File: src/include/fault_status_consts.svh
/*
  Constants for the latched fault status register: offset, field positions,
  reset value and channel count.
  Assumes it is included by bare name from design files and the package.
*/
`ifndef FAULT_STATUS_CONSTS_SVH
`define FAULT_STATUS_CONSTS_SVH
`define FAULT_STATUS_ADDR 8'he2
`define FAULT_STATUS_RESET 8'h00
`define STATUS_WIDTH 8
`define INIT_FAIL_BIT 7
`define OVERCURRENT_BASE_BIT 4
`define THERMAL_SHUTDOWN_BIT 3
`define POWER_GOOD_BASE_BIT 0
`define CHANNEL_COUNT 3
`define ENABLES_ALL_LOW 3'h0
`endif

File: src/include/fault_status_pkg.sv
/*
  Types shared by the fault status register design.
  Assumes the constants header is on the include path.
*/
`include "fault_status_consts.svh"
package fault_status_pkg;
  typedef logic [7:0] status_byte_t;
  typedef logic [`CHANNEL_COUNT-1:0] channel_vec_t;
endpackage : fault_status_pkg

File: src/verilog/sticky_flag.sv
/*
  One sticky flag bit with set-over-clear priority.
  Assumes set, clear and the bulk clear are synchronous to clk.
*/
`timescale 1ns/100ps
`default_nettype none
module sticky_flag
(
  input wire logic clk,
  input wire logic rstn,
  input wire logic set_event,
  input wire logic clear_one,
  input wire logic clear_all,
  output logic flag
);
  logic flag_reg;
  logic flag_next;
  // ==========================================================================
  // Next state
  always_comb
  begin
    flag_next = flag_reg;
    if (clear_one || clear_all)
    begin
      flag_next = 1'b0;
    end
    if (set_event)
    begin
      flag_next = 1'b1;
    end
  end
  always_ff @(posedge clk or negedge rstn)
  begin
    if (!rstn)
    begin
      flag_reg <= 1'b0;
    end
    else
    begin
      flag_reg <= flag_next;
    end
  end
  assign flag = flag_reg;
endmodule : sticky_flag
`default_nettype wire

File: src/verilog/latched_fault_status.sv
/*
  Latched fault status register: eight sticky fault flags, host read and
  write-one-to-clear at one address, bulk clear when all channels disabled.
  Assumes fault strobes, enables and host access are synchronous to clk and
  that a higher-level serial interface decodes transactions into strobes.
*/
`timescale 1ns/100ps
`default_nettype none
`include "fault_status_consts.svh"
module latched_fault_status
  import fault_status_pkg::*;
#(
  parameter int CHANNELS = `CHANNEL_COUNT
)
(
  input wire logic clk,
  input wire logic rstn,
  input wire logic init_fail_event,
  input wire channel_vec_t overcurrent_event,
  input wire logic thermal_shutdown_event,
  input wire channel_vec_t power_good_fail_event,
  input wire channel_vec_t channel_enable_inputs,
  input wire logic [7:0] reg_addr,
  input wire logic reg_write,
  input wire logic reg_read,
  input wire logic [7:0] reg_wdata,
  output logic [7:0] reg_rdata,
  output logic reg_rvalid,
  output status_byte_t fault_latch_status
);
  // ==========================================================================
  // Event mapping
  status_byte_t set_vec;
  status_byte_t clear_vec;
  status_byte_t flags;
  logic clear_all;
  logic hit;
  always_comb
  begin
    set_vec = `FAULT_STATUS_RESET;
    set_vec[`INIT_FAIL_BIT] = init_fail_event;
    set_vec[`OVERCURRENT_BASE_BIT +: `CHANNEL_COUNT] = overcurrent_event;
    set_vec[`THERMAL_SHUTDOWN_BIT] = thermal_shutdown_event;
    set_vec[`POWER_GOOD_BASE_BIT +: `CHANNEL_COUNT] = power_good_fail_event;
  end
  assign hit = (reg_addr == `FAULT_STATUS_ADDR);
  // Zero bits of a write leave their flags alone.
  assign clear_vec = (reg_write && hit) ? reg_wdata : `FAULT_STATUS_RESET;
  assign clear_all = (channel_enable_inputs == `ENABLES_ALL_LOW);
  // ==========================================================================
  // Flag bits
  genvar i;
  generate
    for (i = 0; i < `STATUS_WIDTH; i++)
    begin : g_flag
      sticky_flag u_flag
      (
        .clk(clk),
        .rstn(rstn),
        .set_event(set_vec[i]),
        .clear_one(clear_vec[i]),
        .clear_all(clear_all),
        .flag(flags[i])
      );

    end
  endgenerate
  assign fault_latch_status = flags;
  // ==========================================================================
  // Read port
  logic [7:0] rdata_reg;
  logic [7:0] rdata_next;
  logic rvalid_reg;
  logic rvalid_next;
  always_comb
  begin
    rdata_next = rdata_reg;
    rvalid_next = reg_read;
    if (reg_read)
    begin
      // Unmapped addresses read as zero.
      rdata_next = hit ? flags : `FAULT_STATUS_RESET;
    end
  end
  always_ff @(posedge clk or negedge rstn)
  begin
    if (!rstn)
    begin
      rdata_reg <= `FAULT_STATUS_RESET;
      rvalid_reg <= 1'b0;
    end
    else
    begin
      rdata_reg <= rdata_next;
      rvalid_reg <= rvalid_next;
    end
  end
  assign reg_rdata = rdata_reg;
  assign reg_rvalid = rvalid_reg;

  genvar c;
  generate
    for (c = 0; c < CHANNELS; c++)
    begin : g_chan_check

    end
  endgenerate
endmodule : latched_fault_status
`default_nettype wire

File: config.mk
export PLATFORM = sky130hd
export DESIGN_NAME = latched_fault_status
export DESIGN_NICKNAME = d
export VERILOG_FILES = /design/src/include/fault_status_pkg.sv /design/src/verilog/sticky_flag.sv /design/src/verilog/latched_fault_status.sv
export VERILOG_INCLUDE_DIRS = /design/src /design/src/include
export SDC_FILE = /design/constraint.sdc
export NUM_CORES = 1
export LEC_CHECK = 0
export BUFFER_PORTS_ARGS = -buffer_cell sky130_fd_sc_hd__buf_2
export CORE_UTILIZATION = 45
export CTS_BUF_LIST = sky130_fd_sc_hd__clkbuf_4 sky130_fd_sc_hd__clkbuf_8
export DETAILED_ROUTE_END_ITERATION = 12
export GPL_ROUTABILITY_DRIVEN = 0
export PLACE_DENSITY = 0.83
export SYNTH_ARGS = -nofsm -noshare
export SYNTH_HDL_FRONTEND = slang
export SYNTH_HIERARCHICAL = 1
export SYNTH_SLANG_ARGS = --single-unit
File: constraint.sdc
create_clock -name clk -period 1.75 [get_ports clk]
set_clock_uncertainty 0.05 [all_clocks]
set_input_delay 0.175 -clock clk [delete_from_list [all_inputs] [get_ports clk]]
set_output_delay 0.175 -clock clk [all_outputs]
set_load 0.03 [all_outputs]
==> impl_summary.log <==
[metrics] outcome: finished, final reports clean
[metrics] prevailing post-synth register cell: sky130_fd_sc_hd__dfrtp_1
[metrics] share of the synthesized area in the top cell type: 46.9%
[metrics] number of buffers added by the clock tree synthesis step: 3
[metrics] internal cell power: 0.000565 W
[metrics] kind of capture point of the worst setup path: output pin
[metrics] CTS sink count: 17
[metrics] cells taking the most area after synthesis: sky130_fd_sc_hd__dfrtp_1 (47%), sky130_fd_sc_hd__nor4_2 (11%), sky130_fd_sc_hd__inv_1 (7.0%), sky130_fd_sc_hd__a21o_1 (6.6%), sky130_fd_sc_hd__o32ai_4 (6.1%)
[metrics] Worst Path Required: 1.52 ns
[metrics] share of final-layout standard cells stronger than drive strength 1: 47.4%
[metrics] switching component of the power: 0.000206 W
[metrics] synthesis-to-finish area growth: 32.7%
[metrics] Clock Tree Buf Depth: 2
[metrics] clock tree root buffer cell: sky130_fd_sc_hd__clkbuf_4
[metrics] Slew HR: 73.9%
[metrics] Placed Cells: 152
[metrics] area taken by flip-flops and latches: 425 um^2
[metrics] Critical path buffers and inverters: 1
[metrics] largest stage delay on the critical path: 0.41 ns
[metrics] total half-perimeter wirelength after legalization and detailed placement: 1520 um
[metrics] pin count of the biggest net entering global routing: 18
[metrics] drt first-iter violations: 4
[metrics] switching fraction of total power: 26.7%
[metrics] Top Ports: 48
[metrics] final worst path period need: 1.11 ns
[metrics] wire length after detailed routing: 2030 um
[metrics] Critical Path Start Type: register
[metrics] overall global routing resource usage: 20.5%
[metrics] Detailed Routing Iterations Pass 1: 2
[metrics] power per cell area: 640 mW/mm^2
[metrics] GR Overflow Total: 0
[metrics] number of levels in the clock H-tree: 1
[metrics] Layout Cell Area excl Fill: 0.00120 mm^2
[metrics] post-route ant nets: 0
[metrics] final cycle utilization of the critical path: 63.6%
[metrics] Max stage delay cell, worst path: sky130_fd_sc_hd__dfrtp_1
[metrics] proportion of power drawn by combinational gates: 17.9%
[metrics] clock power share: 28.6%
[metrics] number of filler cells placed in the layout: 161
[metrics] most instantiated cells after synthesis: sky130_fd_sc_hd__dfrtp_1 (17), sky130_fd_sc_hd__inv_1 (17)
[metrics] Leakage Power: 0.563 nW
[metrics] number of warning messages in the yosys log: 6
[metrics] number of hold violations in the final report: 0
[metrics] number of global-route vias before repair: 718
[metrics] die area: 0.00220 mm^2
[metrics] Top Family by Delay on Critical Path: flip-flops
[metrics] max-capacitance violation count: 0
[metrics] # Post-CTS Setup Buffers: 0
[metrics] insertion delay to the later sink of the worst-skew pair: 0.29 ns
[metrics] placeable core area: 0.00180 mm^2
[metrics] DRC violation count after routing: 0
[metrics] Port Buffers: 47
[metrics] number of pins with negative max-slew slack in the final report: 0
[metrics] initial antenna violation count: 0
[metrics] Via density: 4.97
[metrics] Total Neg Setup Slack: 0 ns
[metrics] routed vias: 795
[metrics] peak fanout along the critical path: 3
[metrics] area of the mapped netlist: 907 um^2
[metrics] power share of the sequential group: 53.5%
[metrics] placed cell area: 0.00113 mm^2
[metrics] library cell with the largest summed area after synthesis: sky130_fd_sc_hd__dfrtp_1
[metrics] Mean Syn Cell Area: 10.9 um^2
[metrics] f_max: 898 MHz
[metrics] synthesized net count: 114
[metrics] NumNets Final: 167
[metrics] worst path arrival time: 0.89 ns
[metrics] actual slew at the worst max-slew pin: 0.391 ns
[metrics] class of the most critical hold timing path: input port to register
[metrics] final non-filler cell total: 160
[metrics] CTS clk-pin slew, worst paths: 0.10 ns
[metrics] WL per Instance: 12.7 um
[metrics] wire length of the first global-routing pass: 3080 um
[metrics] width of the chip: 46.9 um
[metrics] post-cts sizing count: 0
[metrics] proportion of synthesized chip area in sequential cells: 46.9%
[metrics] area of the multi-input gates: 355 um^2
[metrics] proportion of register bits with asynchronous set or reset after synthesis: 100%
[metrics] antenna cells: 0
[metrics] initial core utilization: 50.3%
[metrics] die height: 46.9 um
[metrics] clock tree from TritonCTS: built
[metrics] count of flip-flops with a built-in enable after synthesis: 0
[metrics] Max rail drop VDD: 0.493 mV
[metrics] crit path kind: register to output pin
[metrics] critical path, cell by cell: buf_2
[metrics] Distinct cells, synth: 14
[metrics] final-report setup violation count: 0
[metrics] Post-Synthesis Cells: 83
[metrics] FF+latch count, synth: 17
[metrics] Rows: 15
[metrics] RSZ-0062 raised after global routing: no
[metrics] Final Power: 0.000771 W
[final cells by class]
cell class	instances	share of cell area, %
timing repair buffer	54	24.7
sequential	17	35.3
multi-input combinational	43	29.5
inverter	17	5.30
clock buffer	4	2.49
tap	25	2.60
[stage by stage]
step                utilization, %  hold WS, ns  worst slack [ns]
global route                  66.8      0.00412             0.578
floorplan                        -       -0.171             0.513
global placement              62.9       0.0641             0.469
detailed placement            62.9       0.0688             0.420
finish                        66.8       0.0103             0.637
CTS                           65.1    0.0000174             0.618
[layout by cell type, fill, tap and decap left out]
| cell | instances |
|---|---|
| sky130_fd_sc_hd__nor2_1 | 8 |
| sky130_fd_sc_hd__inv_1 | 17 |
| sky130_fd_sc_hd__nor4_2 | 8 |
| sky130_fd_sc_hd__nor3_1 | 1 |
| sky130_fd_sc_hd__o32ai_4 | 2 |
| sky130_fd_sc_hd__nand2_1 | 8 |
| sky130_fd_sc_hd__buf_2 | 47 |
| sky130_fd_sc_hd__dfrtp_1 | 17 |
| sky130_fd_sc_hd__o32ai_1 | 6 |
| sky130_fd_sc_hd__buf_4 | 3 |
| sky130_fd_sc_hd__nand4bb_1 | 2 |
| sky130_fd_sc_hd__clkbuf_4 | 4 |
| sky130_fd_sc_hd__dlygate4sd3_1 | 4 |
| sky130_fd_sc_hd__a21o_1 | 8 |
[worst reg2reg max path, cell delays in order, from the launching register on]
cell                      delay (ns)
sky130_fd_sc_hd__dfrtp_1        0.39
sky130_fd_sc_hd__nand2_1        0.11
sky130_fd_sc_hd__o32ai_4        0.21
[logic make-up after synthesis]
group / share of synthesized area (%)
and+or+nand+nor: 20.7
buffers and inverters: 13.9
DFF: 46.9
AOI/OAI and AO/OA: 18.5
[worst paths after layout]
kind	start	cells after the start	to	slack [ns]
min	power_good_fail_event[0]	2	g_flag[0].u_flag/flag	0.01
min reg2reg	g_flag[5].u_flag/flag	1	g_flag[5].u_flag/flag	0.47
max reg2reg	g_flag[0].u_flag/flag	2	reg_rdata[0]	0.91
min in group asynchronous	rstn	2	g_flag[0].u_flag/flag	0.28
max	g_flag[7].u_flag/flag	1	fault_latch_status[7]	0.64
max in group asynchronous	rstn	2	reg_rdata[1]	1.09
[repair_timing]
item                                   4_1_cts  5_1_grt
hold buffers                                 1        3
setup endpoints to repair                    0        0
endpoints found under the hold margin       17        3
[power by group through the flow]
stage	combinational [W]	sequential (W)	clock, W
3_3_place_gp	0.000128	0.000420	0
5_1_grt	0.000151	0.000414	0.000251
6_report	0.000138	0.000412	0.000220
2_1_floorplan	0.0000536	0.000443	0
3_5_place_dp	0.000132	0.000420	0
4_1_cts	0.000134	0.000413	0.000231
[metal layers]
metal	vias to the layer above	GRT usage (%)	share of wire, %
li1	389	-	-
met1	377	25.2	42
met2	27	34.7	52
met3	2	5.77	4.9
met4	0	6.86	0.59
met5	-	0	0
Power figures use the tool's default switching activity.
